**config.mk**
```make
export PLATFORM = sky130hd
export DESIGN_NAME = icpg_top
export DESIGN_NICKNAME = d
export VERILOG_FILES = /design/src/icpg_pkg.sv /design/src/icpg_sync.sv /design/src/icpg_top.sv
export SDC_FILE = /design/constraint.sdc
export NUM_CORES = 1
export LEC_CHECK = 0
export BUFFER_PORTS_ARGS = -buffer_cell sky130_fd_sc_hd__buf_2
export CORE_ASPECT_RATIO = 0.9
export CORE_MARGIN = 4
export CORE_UTILIZATION = 35
export CTS_CLUSTER_DIAMETER = 100
export CTS_CLUSTER_SIZE = 14
export DETAILED_ROUTE_END_ITERATION = 8
export GPL_TIMING_DRIVEN = 1
export PLACE_DENSITY_LB_ADDON = 0.05
export SLEW_MARGIN = 20
export SYNTH_ARGS = -nofsm -noshare
export SYNTH_HDL_FRONTEND = slang
export SYNTH_HIERARCHICAL = 1
export SYNTH_SLANG_ARGS = --single-unit
```
**constraint.sdc**
```tcl
create_clock -name CLK_I -period 2.1 [get_ports CLK_I]
set_input_delay 0.42 -clock CLK_I [delete_from_list [all_inputs] [get_ports CLK_I]]
set_output_delay 0.42 -clock CLK_I [all_outputs]
set_load 0.005 [all_outputs]
```
**src/icpg_pkg.sv**
```systemverilog
package icpg_pkg;

  // Register port widths.
  localparam int unsigned ADDR_W = 8;
  localparam int unsigned DATA_W = 8;

  // Register offsets.
  localparam logic [ADDR_W-1:0] ADDR_CTRL      = 8'h08;
  localparam logic [ADDR_W-1:0] ADDR_ICP_WIDTH = 8'h09;
  localparam logic [ADDR_W-1:0] ADDR_OCP_WIDTH = 8'h0a;
  localparam logic [ADDR_W-1:0] ADDR_STATUS    = 8'h0b;

  // Field positions of the control register.
  localparam int unsigned CTRL_SRC_SEL_BIT    = 0;
  localparam int unsigned CTRL_SYNC_EDGE_BIT  = 1;
  localparam int unsigned CTRL_BLK_INV_BIT    = 2;
  localparam int unsigned CTRL_BLK_EDGE_BIT   = 3;
  localparam int unsigned CTRL_PASS_BIT       = 4;
  localparam int unsigned CTRL_OCP_COPY_BIT   = 5;
  localparam int unsigned CTRL_USED_W         = 6;

  // Field positions of the status register.
  localparam int unsigned STAT_SYNC_NEG_BIT = 0;
  localparam int unsigned STAT_ICP_BIT      = 1;
  localparam int unsigned STAT_INT_BLK_BIT  = 2;
  localparam int unsigned STAT_OCP_BIT      = 3;
  localparam int unsigned STAT_VID_BLK_BIT  = 4;

  // Reset values.
  localparam logic [DATA_W-1:0] CTRL_RST      = 8'h00;
  localparam logic [DATA_W-1:0] ICP_WIDTH_RST = 8'h10;
  localparam logic [DATA_W-1:0] OCP_WIDTH_RST = 8'h08;

  // Width of the sync high/low time counters.
  localparam int unsigned LEN_W = 12;

  // Number of external inputs that are synchronised.
  localparam int unsigned SYNC_BITS = 3;
  localparam int unsigned SYNC_HS_BIT  = 0;
  localparam int unsigned SYNC_BLK_BIT = 1;
  localparam int unsigned SYNC_OVL_BIT = 2;

  // Number of video channels.
  localparam int unsigned CHANNELS = 3;

endpackage

```
**src/icpg_sync.sv**
```systemverilog
module icpg_sync
  import icpg_pkg::*;
#(
  parameter int unsigned WIDTH = 1
)
(
  // Clock and reset.
  input  wire logic             clk_i,
  input  wire logic             rst_n_i,
  // Asynchronous inputs and their synchronised copies.
  input  wire logic [WIDTH-1:0] async_i,
  output logic      [WIDTH-1:0] sync_o
);

  logic [WIDTH-1:0] meta_q;
  logic [WIDTH-1:0] meta_d;
  logic [WIDTH-1:0] sync_q;
  logic [WIDTH-1:0] sync_d;

  // Each bit passes two flip-flops; the first is read only by the second.
  for (genvar i = 0; i < WIDTH; i++)
  begin : g_bit
    always_comb
    begin
      meta_d[i] = async_i[i];
      sync_d[i] = meta_q[i];
    end
  end

  // Registers of both stages.
  always_ff @(posedge clk_i)
  begin
    if (!rst_n_i)
    begin
      meta_q <= '0;
      sync_q <= '0;
    end
    else
    begin
      meta_q <= meta_d;
      sync_q <= sync_d;
    end
  end

  assign sync_o = sync_q;

endmodule

```
**src/icpg_top.sv**
```systemverilog
// Function
// - Clamp pulse source is sync or blanking input, chosen in control register 8.
// - Sync of either polarity is rectified automatically before edge selection.
// - Sync source triggers on leading or trailing rectified edge, software selected.
// - Blanking input passes a bypassable inverter, giving the internal blanking signal.
// - Blanking source triggers on the internal blanking edge chosen by software.
// - Clamp pulse width comes from a software-loaded width setting.
// - Pass-through forwards the sync input pulse unprocessed; source drives it active high.
// - The three input clamps are enabled only during the clamp pulse.
// - All three channels blank while internal blanking or overlay insertion is high.
// - Output clamp pulse follows blanking leading edge or copies the clamp pulse.
//
// Implementation choices: the address-and-strobe port and the address map.
module icpg_top
  import icpg_pkg::*;
(
  // Clock and reset.
  input  wire logic                CLK_I,
  input  wire logic                RST_N_I,
  // Video timing pins.
  input  wire logic                HORIZ_SYNC_IN_I,
  input  wire logic                FLYBACK_BLANK_IN_I,
  input  wire logic                OVERLAY_INSERT_CTL_I,
  // Register port.
  input  wire logic [ADDR_W-1:0]   ADDR_I,
  input  wire logic [DATA_W-1:0]   WDATA_I,
  input  wire logic                WR_I,
  input  wire logic                RD_I,
  output logic      [DATA_W-1:0]   RDATA_O,
  // Clamp and blanking outputs.
  output logic                     INPUT_CLAMP_PULSE_O,
  output logic      [CHANNELS-1:0] CLAMP_EN_O,
  output logic                     INTERNAL_BLANK_O,
  output logic      [CHANNELS-1:0] VIDEO_BLANK_O,
  output logic                     OUTPUT_CLAMP_PULSE_O
);

  logic [SYNC_BITS-1:0] pins_s;
  logic                 hs_s;
  logic                 blk_s;
  logic                 ovl_s;

  // Every video timing pin passes the two-stage synchroniser first.
  icpg_sync #(
    .WIDTH (SYNC_BITS)
  ) u_sync (
    .clk_i   (CLK_I),
    .rst_n_i (RST_N_I),
    .async_i ({OVERLAY_INSERT_CTL_I, FLYBACK_BLANK_IN_I, HORIZ_SYNC_IN_I}),
    .sync_o  (pins_s)
  );

  assign hs_s  = pins_s[SYNC_HS_BIT];
  assign blk_s = pins_s[SYNC_BLK_BIT];
  assign ovl_s = pins_s[SYNC_OVL_BIT];

  // ---------------- Register file ----------------
  logic [DATA_W-1:0] ctrl_q, ctrl_d;
  logic [DATA_W-1:0] icp_width_q, icp_width_d;
  logic [DATA_W-1:0] ocp_width_q, ocp_width_d;
  logic [DATA_W-1:0] rdata_q, rdata_d;
  logic [DATA_W-1:0] status_w;
  logic              src_blank_w;
  logic              sync_trail_w;
  logic              blk_inv_w;
  logic              blk_fall_sel_w;
  logic              pass_w;
  logic              ocp_copy_w;

  // Control fields that steer the pulse logic.
  assign src_blank_w    = ctrl_q[CTRL_SRC_SEL_BIT];
  assign sync_trail_w   = ctrl_q[CTRL_SYNC_EDGE_BIT];
  assign blk_inv_w      = ctrl_q[CTRL_BLK_INV_BIT];
  assign blk_fall_sel_w = ctrl_q[CTRL_BLK_EDGE_BIT];
  assign pass_w         = ctrl_q[CTRL_PASS_BIT];
  assign ocp_copy_w     = ctrl_q[CTRL_OCP_COPY_BIT];

  // Writes load the settings; reads answer one cycle later, zero otherwise.
  always_comb
  begin
    ctrl_d      = ctrl_q;
    icp_width_d = icp_width_q;
    ocp_width_d = ocp_width_q;
    rdata_d     = '0;
    if (WR_I)
    begin
      case (ADDR_I)
        ADDR_CTRL:      ctrl_d = {{(DATA_W-CTRL_USED_W){1'b0}}, WDATA_I[CTRL_USED_W-1:0]};
        ADDR_ICP_WIDTH: icp_width_d = WDATA_I;
        ADDR_OCP_WIDTH: ocp_width_d = WDATA_I;
        default:        ctrl_d = ctrl_q;
      endcase
    end
    if (RD_I)
    begin
      case (ADDR_I)
        ADDR_CTRL:      rdata_d = ctrl_q;
        ADDR_ICP_WIDTH: rdata_d = icp_width_q;
        ADDR_OCP_WIDTH: rdata_d = ocp_width_q;
        ADDR_STATUS:    rdata_d = status_w;
        default:        rdata_d = '0;
      endcase
    end
  end

  // Register file flip-flops.
  always_ff @(posedge CLK_I)
  begin
    if (!RST_N_I)
    begin
      ctrl_q      <= CTRL_RST;
      icp_width_q <= ICP_WIDTH_RST;
      ocp_width_q <= OCP_WIDTH_RST;
      rdata_q     <= '0;
    end
    else
    begin
      ctrl_q      <= ctrl_d;
      icp_width_q <= icp_width_d;
      ocp_width_q <= ocp_width_d;
      rdata_q     <= rdata_d;
    end
  end

  // ---------------- Edge detection and sync polarity ----------------
  logic             hs_prev_q, hs_prev_d;
  logic             ib_prev_q, ib_prev_d;
  logic [LEN_W-1:0] hi_cnt_q, hi_cnt_d;
  logic [LEN_W-1:0] lo_cnt_q, lo_cnt_d;
  logic [LEN_W-1:0] hi_len_q, hi_len_d;
  logic [LEN_W-1:0] lo_len_q, lo_len_d;
  logic             sync_neg_q, sync_neg_d;
  logic             hs_rise_w;
  logic             hs_fall_w;
  logic             lead_w;
  logic             trail_w;
  logic             ib_w;
  logic             ib_rise_w;
  logic             ib_fall_w;
  logic             sync_edge_w;
  logic             blank_edge_w;
  logic             trig_w;

  // Raw sync edges, then rectified edges.
  assign hs_rise_w    = hs_s && !hs_prev_q;
  assign hs_fall_w    = !hs_s && hs_prev_q;
  assign lead_w       = sync_neg_q ? hs_fall_w : hs_rise_w;
  assign trail_w      = sync_neg_q ? hs_rise_w : hs_fall_w;
  assign sync_edge_w  = sync_trail_w ? trail_w : lead_w;
  // Internal blanking after the bypassable inverter.
  assign ib_w         = blk_s ^ blk_inv_w;
  assign ib_rise_w    = ib_w && !ib_prev_q;
  assign ib_fall_w    = !ib_w && ib_prev_q;
  assign blank_edge_w = blk_fall_sel_w ? ib_fall_w : ib_rise_w;
  assign trig_w       = src_blank_w ? blank_edge_w : sync_edge_w;

  // Measure high and low times; the shorter phase is the sync pulse.
  always_comb
  begin
    hs_prev_d  = hs_s;
    ib_prev_d  = ib_w;
    hi_cnt_d   = hi_cnt_q;
    lo_cnt_d   = lo_cnt_q;
    hi_len_d   = hi_len_q;
    lo_len_d   = lo_len_q;
    sync_neg_d = sync_neg_q;
    if (hs_fall_w)
    begin
      hi_len_d   = hi_cnt_q;
      hi_cnt_d   = '0;
      sync_neg_d = hi_cnt_q > lo_len_q;
    end
    else if (hs_s && (hi_cnt_q != {LEN_W{1'b1}}))
    begin
      hi_cnt_d = hi_cnt_q + 1'b1;
    end
    if (hs_rise_w)
    begin
      lo_len_d   = lo_cnt_q;
      lo_cnt_d   = '0;
      sync_neg_d = hi_len_q > lo_cnt_q;
    end
    else if (!hs_s && (lo_cnt_q != {LEN_W{1'b1}}))
    begin
      lo_cnt_d = lo_cnt_q + 1'b1;
    end
  end

  // Edge and polarity flip-flops.
  always_ff @(posedge CLK_I)
  begin
    if (!RST_N_I)
    begin
      hs_prev_q  <= 1'b0;
      ib_prev_q  <= 1'b0;
      hi_cnt_q   <= '0;
      lo_cnt_q   <= '0;
      hi_len_q   <= '0;
      lo_len_q   <= '0;
      sync_neg_q <= 1'b0;
    end
    else
    begin
      hs_prev_q  <= hs_prev_d;
      ib_prev_q  <= ib_prev_d;
      hi_cnt_q   <= hi_cnt_d;
      lo_cnt_q   <= lo_cnt_d;
      hi_len_q   <= hi_len_d;
      lo_len_q   <= lo_len_d;
      sync_neg_q <= sync_neg_d;
    end
  end

  // ---------------- Pulse generators and outputs ----------------
  logic [DATA_W-1:0]   icp_cnt_q, icp_cnt_d;
  logic [DATA_W-1:0]   ocp_cnt_q, ocp_cnt_d;
  logic [DATA_W-1:0]   icp_w_eff;
  logic [DATA_W-1:0]   ocp_w_eff;
  logic                icp_q, icp_d;
  logic                ocp_q, ocp_d;
  logic [CHANNELS-1:0] clamp_q, clamp_d;
  logic                ib_q, ib_d;
  logic [CHANNELS-1:0] vblank_q, vblank_d;

  // A zero width is taken as one cycle so a pulse never vanishes.
  assign icp_w_eff = (icp_width_q == '0) ? {{(DATA_W-1){1'b0}}, 1'b1} : icp_width_q;
  assign ocp_w_eff = (ocp_width_q == '0) ? {{(DATA_W-1){1'b0}}, 1'b1} : ocp_width_q;

  // The clamp counter loads on the trigger, the output clamp counter on the internal blanking rise; both run down, a pulse high while nonzero.
  always_comb
  begin
    icp_cnt_d = (icp_cnt_q != '0) ? icp_cnt_q - 1'b1 : '0;
    if (trig_w && !pass_w)
    begin
      icp_cnt_d = icp_w_eff;
    end
    icp_d = pass_w ? hs_s : (icp_cnt_d != '0);
    ocp_cnt_d = (ocp_cnt_q != '0) ? ocp_cnt_q - 1'b1 : '0;
    if (ib_rise_w && !ocp_copy_w)
    begin
      ocp_cnt_d = ocp_w_eff;
    end
    ocp_d    = ocp_copy_w ? icp_d : (ocp_cnt_d != '0);
    clamp_d  = {CHANNELS{icp_d}};
    ib_d     = ib_w;
    vblank_d = {CHANNELS{ib_w || ovl_s}};
  end

  // Pulse and output flip-flops.
  always_ff @(posedge CLK_I)
  begin
    if (!RST_N_I)
    begin
      icp_cnt_q <= '0;
      ocp_cnt_q <= '0;
      icp_q     <= 1'b0;
      ocp_q     <= 1'b0;
      clamp_q   <= '0;
      ib_q      <= 1'b0;
      vblank_q  <= '0;
    end
    else
    begin
      icp_cnt_q <= icp_cnt_d;
      ocp_cnt_q <= ocp_cnt_d;
      icp_q     <= icp_d;
      ocp_q     <= ocp_d;
      clamp_q   <= clamp_d;
      ib_q      <= ib_d;
      vblank_q  <= vblank_d;
    end
  end

  // Status register shows live state of the block.
  always_comb
  begin
    status_w                    = '0;
    status_w[STAT_SYNC_NEG_BIT] = sync_neg_q;
    status_w[STAT_ICP_BIT]      = icp_q;
    status_w[STAT_INT_BLK_BIT]  = ib_q;
    status_w[STAT_OCP_BIT]      = ocp_q;
    status_w[STAT_VID_BLK_BIT]  = vblank_q[0];
  end

  // Output ports come straight from flip-flops.
  assign RDATA_O              = rdata_q;
  assign INPUT_CLAMP_PULSE_O  = icp_q;
  assign CLAMP_EN_O           = clamp_q;
  assign INTERNAL_BLANK_O     = ib_q;
  assign VIDEO_BLANK_O        = vblank_q;
  assign OUTPUT_CLAMP_PULSE_O = ocp_q;
endmodule

```
Yosys cells after proc, flatten, opt, wreduce, memory -nomap -nowiden
Index checks and enable logic that the tools add are counted.
{"block": "word_totals", "ff_bits": 107, "word_cells": 77}
{"block": "op_classes", "add_sub_neg": 4, "n_lt_le_gt_ge": 2, "eq_ne": 6, "muxes": 16, "n_bitwise": 2, "reduce_logical": 28}
{"op": "two-way mux 8 bit", "n": 6}
{"op": "== test 8 x 4 -> 1 bit, second input constant", "n": 4}
{"op": "case mux 8 bit (4 select lines)", "n": 1}
{"op": "nonzero test 8 bit", "n": 4}
{"op": "adder 12 x 1 -> 12 bit, second input constant", "n": 2}
{"op": "> comparator 12 bit", "n": 2}
{"op": "inequality test 12 bit, second input constant", "n": 2}
{"op": "zero test 8 bit", "n": 2}
{"op": "subtractor 8 x 1 -> 8 bit, second input constant", "n": 2}
{"op": "two-way mux 1 bit", "n": 9}
{"op": "logical AND 1 bit", "n": 8}
{"op": "AND reduction 2 bit", "n": 4}
{"op": "zero test 1 bit", "n": 6}
{"op": "OR reduction 2 bit", "n": 2}
{"op": "nonzero test 2 bit", "n": 1}
{"op": "logical OR 1 bit", "n": 1}
{"op": "NOT 1 bit", "n": 1}
{"op": "bitwise XOR 1 bit", "n": 1}

Logic depth before layout (Yosys ltp)
Gate-level depths: netlist of the first run.
{"block": "depth", "word_depth": 10, "depth_mapped": 10, "depth_no_buf": 8}

Hierarchy
Netlist of the first run, hierarchy kept.
{"mod": "icpg_top", "instances": 1, "cells_per_inst": 584, "area_each_um2": 5316.3}
{"mod": "icpg_sync", "instances": 1, "cells_per_inst": 12, "area_each_um2": 157.7}

Worst setup path after synthesis of the first run
Ideal clock, no wire load.
{"block": "synth_timing", "path_kind": "register to register", "startpoint": "register icp_cnt_q[0]", "endpoint": "register ocp_q (netlist: OUTPUT_CLAMP_PULSE_O)", "setup_time_ps": 129, "arrival_time_ps": 1890, "t_required_ps": 1971, "setup_slack_ps": 81, "stages_incl_launch_ff": 8, "path_buffers": 0, "synth_period_minus_slack_ps": 2019, "cell_sequence": "dfxtp_1 > inv_1 > ha_1 > or4b_1 > o211ai_1 > a311oi_1 > a2111oi_2 > a21oi_1"}
{"block": "synth_via", "elab_chain_len": 6}
{"element": "from (decl)", "line_no": "icpg_top.sv:215", "source": "logic [DATA_W-1:0] icp_cnt_q, icp_cnt_d;"}
{"element": "from (signal assigned)", "line_no": "icpg_top.sv:264", "source": "icp_cnt_q <= icp_cnt_d;"}
{"element": "subtractor 8 x 1 -> 8 bit / nonzero test 8 bit (equally long branches)", "line_no": "icpg_top.sv:232", "source": "icp_cnt_d = (icp_cnt_q != '0) ? icp_cnt_q - 1'b1 : '0;"}
{"element": "two-way mux 8 bit (*)", "line_no": "icpg_top.sv:232"}
{"element": "two-way mux 8 bit (*)", "line_no": "icpg_top.sv:233", "source": "if (trig_w && !pass_w)"}
{"element": "nonzero test 8 bit (*)", "line_no": "icpg_top.sv:237", "source": "icp_d = pass_w ? hs_s : (icp_cnt_d != '0);"}
{"element": "two-way mux 1 bit (*)", "line_no": "icpg_top.sv:237"}
{"element": "two-way mux 1 bit (*)", "line_no": "icpg_top.sv:243", "source": "ocp_d = ocp_copy_w ? icp_d : (ocp_cnt_d != '0);"}
{"element": "to (signal assigned)", "line_no": "icpg_top.sv:267", "source": "ocp_q <= ocp_d;"}
{"element": "to (decl)", "line_no": "icpg_top.sv:220", "source": "logic ocp_q, ocp_d;"}
Mark *: on every way between the ends. The rest lies on a longest branch, timed or not.
A chain may end at the register's enable or synchronous reset.

Final worst setup path of the first run
Same ends and word-level chain as after synthesis.

==> results.yml, run 1 <==
status:
  status: "complete, no violations"
sta:
  final.min_clock_period_ns: 2.09
  grt_setup_unrepaired: "true"
  layout_worst_path_cycle_share_pct: 99.4
  final_hold_viol_count: 0
  final.setup.worst_slack_ns: 0.0128
  fin_skew_ns: 0.00514
  timing_worst_slew_pin_value_ns: 0.522
  setup_viol_count_final: 0
  timing.final.max_slew_violations: 0
  slew_headroom_pct: 65.2
  max_clock_freq_mhz: 479
grt:
  grt_first_pass_wirelength_um: 22900
  grt_start_max_net_pins: 42
  antenna_found_initial: 0
  globalRouteOverflowTotal: 0
  grt.total_usage_pct: 16.1
  via_count_of_the_first_global_routing_pass: 4361
logic_synthesis:
  ys.warnings.count: 6
  synthesis.area_sq_mm: 0.00547
  number_of_register_bits_inferred_by_synthesis: 106
  synth-edff-count: 0
  synth.avg_cell_area_sq_um: 9.18
  synthDistinctLibCells: 61
  postSynthCellCount: 596
  ys_dominant_reg_cell: "dfxtp_1"
  sequential_element_share_of_the_synthesized_area_pct: 38.8
  synth_async_sr_flop_share_pct: 0
  postSynthNetCount: 651
detailed_routing:
  detailedRoute.firstIterationViolations: 213
  finalWirelength_um: 13600
  detailroute.via_count: 4233
  via_density_per_instance: 4.89
  avgRoutedWirePerCell_um: 15.7
  detail_route.drc_violations: 0
  antenna_nets_post_route: 0
  dr.pass1.iters: 4
worst_setup_path:
  ff_to_ff_start: "icp_cnt_q[0]"
  rr_endpoint: "OUTPUT_CLAMP_PULSE_O"
  arrival_ns: 2.32
  reg2reg_depth: 7
  setup.worst_path.end: "OUTPUT_CLAMP_PULSE_O"
  criticalPathCategory: "reg2reg"
  required_arrival_time_at_the_worst_endpoint_ns: 2.33
  timing.critical_path.from_type: "register"
  ff2ff_setup_slack_ns: 0.01
  beginning_of_the_critical_path: "icp_cnt_q[0]"
  critical_path.max_fanout: 3
  cp-end-kind: "register"
power:
  power_density_mw_per_mm2: 932
  pleak_nw: 2.59
  p_total_w: 0.00604
  vdd_ir_drop_max_v: 0.000623
clock_network:
  clock_sink_count: 106
  cts_htree_levels: 3
  ctsRootBufferMaster: "clkbuf_16"
  insertion_delay_ns: 0.35
  ctsLongestPathBuffers: 2
  cts_post_setup_buffers_inserted: 0
  clk_transition_reported_paths_ns: 0.07
  tritoncts: "done"
  numCtsBuffers: 9
final_layout:
  drive_gt1_share_pct: 18.9
  antenna-diode-count: 0
  finalNonFillerCells: 865
  finish.net_count: 713
  number_of_fill_cells: 1561
  utilization_pct: 42.1
  area.growth.synth_to_final_pct: 18.4
  design_area_sq_mm: 0.00648
placement:
  dp.cells: 849
  post-place-ws_ns: -0.0640
  place.port_buffers: 39
  gp_congestion: 0.792
  dp_hpwl_um: 10300
  placement.cell_area_sq_mm: 0.00608
die:
  initial_utilization_pct: 35.6
  die_w_um: 140
  core.rowCount: 43
  floorplan.io_pins: 40
  die-area_sq_mm: 0.0177
  die_h_um: 127
  coreArea_sq_mm: 0.0154
job:
  cap_violations: 0
worst_hold_path:
  hp-class: "in2reg"
[critical path, stage by stage, from the launching register on]
cell	delay, ns
dfxtp_2	0.33
inv_2	0.05
ha_4	0.26
or4b_1	0.43
o211ai_1	0.26
a311oi_2	0.16
a2111oi_4	0.38
a21oi_1	0.10
[how the worst min path moves through the flow]
stage	cells after the start	endpoint	start	slack, ns
floorplan	1	u_sync/sync_o[0]	u_sync/meta_q[0]	0.41
global placement	1	VIDEO_BLANK_O[0]	u_sync/sync_o[2]	0.42
detailed placement	1	u_sync/sync_o[1]	u_sync/meta_q[1]	0.42
CTS	2	u_sync/meta_q[2]	OVERLAY_INSERT_CTL_I	0.25
global route	2	u_sync/meta_q[2]	OVERLAY_INSERT_CTL_I	0.25
finish	2	u_sync/meta_q[1]	FLYBACK_BLANK_IN_I	0.27
[cell usage after synthesis, types with 9 or more instances]
library cell  number  share of area, %
a21o_1             9               1.2
xnor2_1           21               3.4
mux2i_1           43               7.9
nor2_1            44               3.0
ha_1              32               7.3
nand4_1           10               1.1
nor3_1            13               1.2
and2_1            19               2.2
nor2b_1           49               5.6
nand3_1           20               1.8
clkbuf_1          17               1.2
inv_1             39               2.7
a21boi_0           9               1.2
a21oi_1           18               1.6
o21ai_0            9              0.82
nand2_1           36               2.5
or3_1              9               1.0
dfxtp_1          106                39
[report_power, final]
group | leakage (nW) | internal [W] | switching (W)
Clock | 0.147 | 0.00108 | 0.000779
Combinational | 1.58 | 0.000941 | 0.000898
Sequential | 0.861 | 0.00217 | 0.000170
[what timing repair did]
item                       CTS  global route
gates resized for setup      0            14
pin swaps                    1             5
setup endpoints to repair    2             5
hold buffers                 0             0
[logic make-up (layout without fill, tap and decap cells)]
group,Yosys count,after routing,share of synthesized area (%)
compound gates,84,84,11.3
xor+xnor,26,26,4.30
fa+ha+maj,32,32,7.31
buf+inv,65,132,4.94
flops,106,106,38.8
mux,49,49,10.1
simple gates,234,234,23.3
[cell type report]
class	instances	area, sq um	share of cell area [%]
well taps	202	253	3.90
flip-flops and latches	106	2130	32.8
multi-input cells	425	3140	48.5
inverters	39	146	2.26
clock inverters	6	90.1	1.39
repair buffers	77	480	7.41
clock buffers	10	239	3.69
[through the flow]
stage | setup TNS, ns | hold WS, ns
final | 0 | 0.268
after global placement | 0 | 0.424
after floorplan | 0 | 0.412
after global routing | -0.159 | 0.252
after CTS | 0 | 0.254
after detailed placement | -0.0839 | 0.422
[state kept, by name (all words and copies together) (netlist names)]
| signal | cells |
|---|---|
| u_sync/sync_o | 3 |
| hs_prev_q | 1 |
| INTERNAL_BLANK_O | 1 |
| ctrl_q | 6 |
| OUTPUT_CLAMP_PULSE_O | 1 |
| RDATA_O | 8 |
| lo_cnt_q | 12 |
| ocp_width_q | 8 |
| hi_len_q | 12 |
| hi_cnt_q | 12 |
| u_sync/meta_q | 3 |
| ocp_cnt_q | 8 |
| CLAMP_EN_O | 1 |
| sync_neg_q | 1 |
| icp_width_q | 8 |
| icp_cnt_q | 8 |
| lo_len_q | 12 |
| VIDEO_BLANK_O | 1 |
[placed cells by master, fill, tap and decap left out, types with 3 or more instances in the layout]
cell / instances
o211a_1: 4
xnor2_1: 21
inv_1: 37
and2_1: 19
o21a_1: 7
mux2i_1: 42
buf_4: 38
nand2_1: 36
nor2_1: 44
a21boi_0: 9
clkinvlp_4: 4
xor2_1: 4
nand3_1: 20
nor2b_1: 49
dfxtp_2: 4
o21ai_0: 9
buf_2: 39
or3_1: 9
a21o_1: 9
nor3_1: 13
nor4_1: 7
mux4_2: 5
o211ai_1: 4
ha_1: 31
a21oi_1: 18
or4b_1: 3
clkbuf_16: 9
dfxtp_1: 102
nand4_1: 10
a22oi_1: 4
nand2b_1: 4
[per-layer routing]
metal / vias up / GRT usage [%] / part of all wire (%)
met2: 58 / 24.2 / 44
met5: - / 0 / 0
met1: 1982 / 23.5 / 52
li1: 2185 / - / -
met4: 0 / 3.42 / 0.70
met3: 8 / 3.96 / 3.4
Note: power is estimated with default switching activity, not from simulation.
==> run 2: changes to the inputs <==
--- a/config.mk
+++ b/config.mk
@@ -14,6 +14,7 @@
 export DETAILED_ROUTE_END_ITERATION = 8
 export GPL_TIMING_DRIVEN = 1
 export PLACE_DENSITY_LB_ADDON = 0.05
+export RECOVER_POWER = 50
 export SLEW_MARGIN = 20
 export SYNTH_ARGS = -nofsm -noshare
 export SYNTH_HDL_FRONTEND = slang
==> results.yml, run 2 (synthesis results as in run 1) <==
final_layout:
  number_of_fill_cells: 1570
  antenna-diode-count: 0
  finish.net_count: 713
  drive_gt1_share_pct: 16.7
  layout_common_cells: "dfxtp_1 (102), nor2b_1 (49), nor2_1 (44), mux2i_1 (42), inv_1 (37)"
  register_area_sq_mm: 0.00213
  multiInputGateArea_sq_mm: 0.00313
  mostFrequentLayoutCell: "dfxtp_1"
  area.growth.synth_to_final_pct: 17.8
  utilization_pct: 41.9
status:
  status: "finished with violations"
  failed_checks: "max-capacitance violations, max-slew violations"
detailed_routing:
  detailedRoute.firstIterationViolations: 209
  highest_layer: "met4"
  finalWirelength_um: 13600
  antenna_nets_post_route: 0
  detailroute.via_count: 4263
  wl_met3_um: 433
  wl_met2_um: 5940
  detail_route.drc_violations: 0
  avgRoutedWirePerCell_um: 15.7
  routedLengthMet1_um: 7110
  dr.pass1.iters: 4
  via_density_per_instance: 4.93
sta:
  fin_setup_tns_ns: 0
  final.min_clock_period_ns: 2.09
  grt_setup_unrepaired: "true"
  layout_worst_path_cycle_share_pct: 99.4
  fin_hold_ws_ns: 0.269
  timing_worst_slew_pin_value_ns: 1.66
  setup_viol_count_final: 0
  max_clock_freq_mhz: 479
  slew_headroom_pct: -10.4
  fin_skew_ns: 0.00470
  final_hold_viol_count: 0
  timing.final.max_slew_violations: 42
power:
  power_density_mw_per_mm2: 933
  p_total_w: 0.00601
  pleak_nw: 2.54
  vdd_ir_drop_max_v: 0.000620
die:
  die-area_sq_mm: 0.0177
  coreArea_sq_mm: 0.0154
  floorplan.io_pins: 40
  die_h_um: 127
  initial_utilization_pct: 35.6
  core.rowCount: 43
  die_w_um: 140
worst_setup_path:
  cp_slowest_cell: "or4b_1"
  criticalPathCategory: "reg2reg"
  critical_path.max_fanout: 3
  cp.buffers_inverters: 1
  cp-end-kind: "register"
  timing.critical_path.from_type: "register"
  critPathTopFamily: "compound AO/OA/AOI/OAI gates"
  arrival_ns: 2.32
  required_arrival_time_at_the_worst_endpoint_ns: 2.33
  path_cells: "inv_2 > ha_4 > or4b_1 > o211ai_1 > a311oi_2 > a2111oi_4 > a21oi_1"
  critical_path.max_stage_delay_ns: 0.43
clock_network:
  cts_htree_levels: 3
  insertion_delay_ns: 0.35
  cts_hold_buffers: 0
  tritoncts: "done"
  cts_post_setup_buffers_inserted: 0
  numCtsBuffers: 9
  ctsLongestPathBuffers: 2
  clock_sink_count: 106
  clk_transition_reported_paths_ns: 0.07
  ctsRootBufferMaster: "clkbuf_16"
grt:
  globalRouteOverflowTotal: 0
  grt_first_pass_wirelength_um: 22900
  grt_start_max_net_pins: 42
  antenna_found_initial: 0
  grt.total_usage_pct: 16.1
  via_count_of_the_first_global_routing_pass: 4361
placement:
  gp_congestion: 0.792
  dp_hpwl_um: 10300
  place.port_buffers: 39
worst_hold_path:
  hp-class: "in2reg"
job:
  cap_violations: 1
==> run 2: cell types whose count changed in the layout (fill, tap and decap cells not counted) <==
cell and delta:
a41oi_1 +1, a41oi_2 -1, and2_0 +5, and2_1 -5, buf_2 -9, buf_4 -3, clkbuf_1 +12, or4_1 +1
or4_4 -1
==> run 2: final timing paths <==
check | startpoint | end | slack, ns | depth (start not counted)
hold reg to reg | u_sync/meta_q[1] | u_sync/sync_o[1] | 0.44 | 1
setup / recovery | icp_cnt_q[0] | OUTPUT_CLAMP_PULSE_O | 0.01 | 7
setup reg to reg | icp_cnt_q[0] | OUTPUT_CLAMP_PULSE_O | 0.01 | 7
hold / removal | FLYBACK_BLANK_IN_I | u_sync/meta_q[1] | 0.27 | 2
==> run 2: area by class of cell <==
class / count / area share (%)
Clock buffer: 10 / 3.71
Tap cell: 202 / 3.92
Clock inverter: 6 / 1.40
Multi-Input combinational cell: 425 / 48.6
Inverter: 39 / 2.27
Sequential cell: 106 / 33.0
Timing Repair Buffer: 77 / 7.10
==> run 2: what timing repair did <==
item	4_1_cts	5_1_grt
pin swaps	1	5
gates resized for setup	0	14
endpoints found under the setup margin	2	5
==> run 2: through the flow <==
step / instance area (sq um) / setup WS (ns) / std cells
floorplan: 5470 / 0.0808 / 596
global placement: 6080 / 0.0308 / 849
detailed placement: 6080 / -0.0640 / 849
CTS: 6410 / 0.0196 / 865
global route: 6450 / -0.0972 / 865
finish: 6450 / 0.0131 / 865
==> run 2: where the power goes <==
group	internal [W]	total, W	switching (W)
clock	0.00108	0.00185	0.000775
sequential	0.00217	0.00234	0.000168
combinational	0.000920	0.00182	0.000901
total	0.00417	0.00601	0.00184
==> run 2: worst register-to-register path, delay by kind of cell, from the launching register on <==
kind / cells / cell delay [ns]
and+or+nand+nor: 1 / 0.43
buffers and inverters: 1 / 0.05
AOI/OAI and AO/OA: 4 / 0.90
adders and majority gates: 1 / 0.26
DFF: 1 / 0.33
==> run 2: metal layers <==
layer | up-vias | global-route usage [%]
met1 | 2010 | 23.5
met3 | 8 | 3.96
li1 | 2190 | -
met5 | - | 0
met4 | 0 | 3.42
met2 | 55 | 24.2
==> run 3: changes to the inputs <==
--- a/config.mk
+++ b/config.mk
@@ -8,7 +8,7 @@
 export BUFFER_PORTS_ARGS = -buffer_cell sky130_fd_sc_hd__buf_2
 export CORE_ASPECT_RATIO = 0.9
 export CORE_MARGIN = 4
-export CORE_UTILIZATION = 35
+export CORE_UTILIZATION = 54
 export CTS_CLUSTER_DIAMETER = 100
 export CTS_CLUSTER_SIZE = 14
 export DETAILED_ROUTE_END_ITERATION = 8
==> results.yml, run 3 (synthesis results as in run 1) <==
clock_network:
  ctsLongestPathBuffers: 2
  insertion_delay_ns: 0.34
  ctsRootBufferMaster: "clkbuf_16"
  clk_transition_reported_paths_ns: 0.06
  numCtsBuffers: 9
  cts_htree_levels: 3
  clock_sink_count: 106
  cts_hold_buffers: 0
  tritoncts: "done"
worst_setup_path:
  cp_slowest_cell: "or4b_1"
  reg2reg_depth: 8
  arrival_ns: 2.33
  critical_path.max_stage_delay_ns: 0.42
  ff2ff_setup_slack_ns: 0.003
  timing.critical_path.from_type: "register"
  cp-end-kind: "register"
  rr_endpoint: "CLAMP_EN_O[0]"
  criticalPathCategory: "reg2reg"
  path_cells: "inv_2 > ha_4 > or4b_1 > o211ai_1 > a311oi_2 > a2111oi_2 > buf_4 > nor2b_1"
  ff_to_ff_start: "icp_cnt_q[0]"
  critical_path.max_fanout: 3
  required_arrival_time_at_the_worst_endpoint_ns: 2.34
worst_hold_path:
  hold-path-cell-count: 2
  hp-class: "in2reg"
  holdCritStartpoint: "FLYBACK_BLANK_IN_I"
  hold_path_end: "u_sync/meta_q[1]"
final_layout:
  area.growth.synth_to_final_pct: 15.4
  layout_common_cells: "dfxtp_1 (103), nor2b_1 (49), nor2_1 (44), mux2i_1 (42), buf_2 (39)"
  finish.net_count: 704
  design_area_sq_mm: 0.00632
  antenna-diode-count: 0
  drive_gt1_share_pct: 17.3
  register_area_sq_mm: 0.00213
  finalNonFillerCells: 780
  mostFrequentLayoutCell: "dfxtp_1"
  multiInputGateArea_sq_mm: 0.00313
  number_of_fill_cells: 823
power:
  net-switching-power_w: 0.00180
  pwr-share-seq_pct: 39.0
  power.share.clock_pct: 31.1
  netSwitchingFraction_pct: 29.8
  power_density_mw_per_mm2: 957
  pleak_nw: 2.56
  internal-power_w: 0.00424
  pwr-share-comb_pct: 29.8
  vdd_ir_drop_max_v: 0.000748
detailed_routing:
  detailedRoute.firstIterationViolations: 198
  finalWirelength_um: 12400
  dr.pass1.iters: 5
  avgRoutedWirePerCell_um: 15.9
  via_density_per_instance: 5.51
  detailroute.via_count: 4296
  antenna_nets_post_route: 0
  detail_route.drc_violations: 0
sta:
  slew_headroom_pct: 68.6
  layout_worst_path_cycle_share_pct: 99.9
  fin_skew_ns: 0.00747
  final_hold_viol_count: 0
  timing_worst_slew_pin_value_ns: 0.472
  fin_setup_tns_ns: 0
  final.min_clock_period_ns: 2.10
  grt_setup_unrepaired: "true"
  timing.final.max_slew_violations: 0
  final.setup.worst_slack_ns: 0.00279
  max_clock_freq_mhz: 477
  setup_viol_count_final: 0
placement:
  gp_congestion: 0.871
  dp_hpwl_um: 9010
  placement.cell_area_sq_mm: 0.00592
  dp.cells: 762
  post-place-ws_ns: -0.180
  place.port_buffers: 39
grt:
  grt_first_pass_wirelength_um: 20400
  via_count_of_the_first_global_routing_pass: 4116
  antenna_found_initial: 0
  grt.total_usage_pct: 21.3
  globalRouteOverflowTotal: 0
  grt_start_max_net_pins: 66
job:
  cap_violations: 0
die:
  die-area_sq_mm: 0.0118
  die_h_um: 104
  core.rowCount: 34
  coreArea_sq_mm: 0.00978
  floorplan.io_pins: 40
  die_w_um: 114
  initial_utilization_pct: 55.9
status:
  status: "complete, no violations"
## run 3: cell count changes in the layout (fill, tap and decap cells not counted), moves of 3 or more
cell	delta
and2_0	-5
buf_2	+9
clkbuf_1	-10
buf_4	-7
clkinvlp_4	-3
and2_1	+5
## run 3: how the worst max path moves through the flow
stage	cells after the start	slack, ns	end	startpoint
finish	8	0.003	CLAMP_EN_O[0]	icp_cnt_q[0]
global route	8	-0.12	CLAMP_EN_O[0]	icp_cnt_q[0]
CTS	8	0.03	OUTPUT_CLAMP_PULSE_O	ocp_cnt_q[4]
detailed placement	7	-0.18	OUTPUT_CLAMP_PULSE_O	icp_cnt_q[0]
global placement	7	-0.12	OUTPUT_CLAMP_PULSE_O	icp_cnt_q[0]
floorplan	7	0.08	OUTPUT_CLAMP_PULSE_O	icp_cnt_q[0]
## run 3: routing by layer
metal  vias to the layer above  part of all wire (%)  GRT usage, %
met1                      2029                    49          30.5
met2                        79                    46          33.4
met3                         9                   3.9          4.20
met4                         0                  0.80          4.58
met5                         -                     0             0
li1                       2179                     -             -
## run 3: critical path: cells and delay by family, from the launching register on
family | cells | cell delay [ns]
AOI/OAI and AO/OA | 3 | 0.69
adders and majority gates | 1 | 0.26
DFF | 1 | 0.33
buffers and inverters | 2 | 0.24
and+or+nand+nor | 2 | 0.46
## run 3: power by group through the flow
stage                     logic (W)  registers, W  clock network [W]
after floorplan             0.00122       0.00236                  0
after global placement      0.00162       0.00237                  0
after detailed placement    0.00166       0.00238                  0
after CTS                   0.00170       0.00233            0.00192
after global routing        0.00200       0.00238            0.00198
final                       0.00180       0.00236            0.00188
## run 3: final cells by class
type	instances	share of cell area, %
multi-input combinational	425	49.5
sequential	106	33.7
timing repair buffer	68	6.74
clock buffer	11	3.68
tap	126	2.50
inverter	39	2.32
clock inverter	5	1.62
## run 3: per-stage QoR
| stage | utilization, % | power, W | hold slack [ns] |
|---|---|---|---|
| after floorplan | - | 0.00358 | 0.412 |
| after global placement | 60.5 | 0.00399 | 0.417 |
| after detailed placement | 60.5 | 0.00404 | 0.425 |
| after CTS | 64.0 | 0.00595 | 0.274 |
| after global routing | 64.6 | 0.00636 | 0.282 |
| final | 64.6 | 0.00605 | 0.280 |
## run 3: repair_timing
action	4_1_cts	5_1_grt
pin swaps	1	5
endpoints found under the setup margin	2	3
resized for setup	1	11
setup buffers	1	1
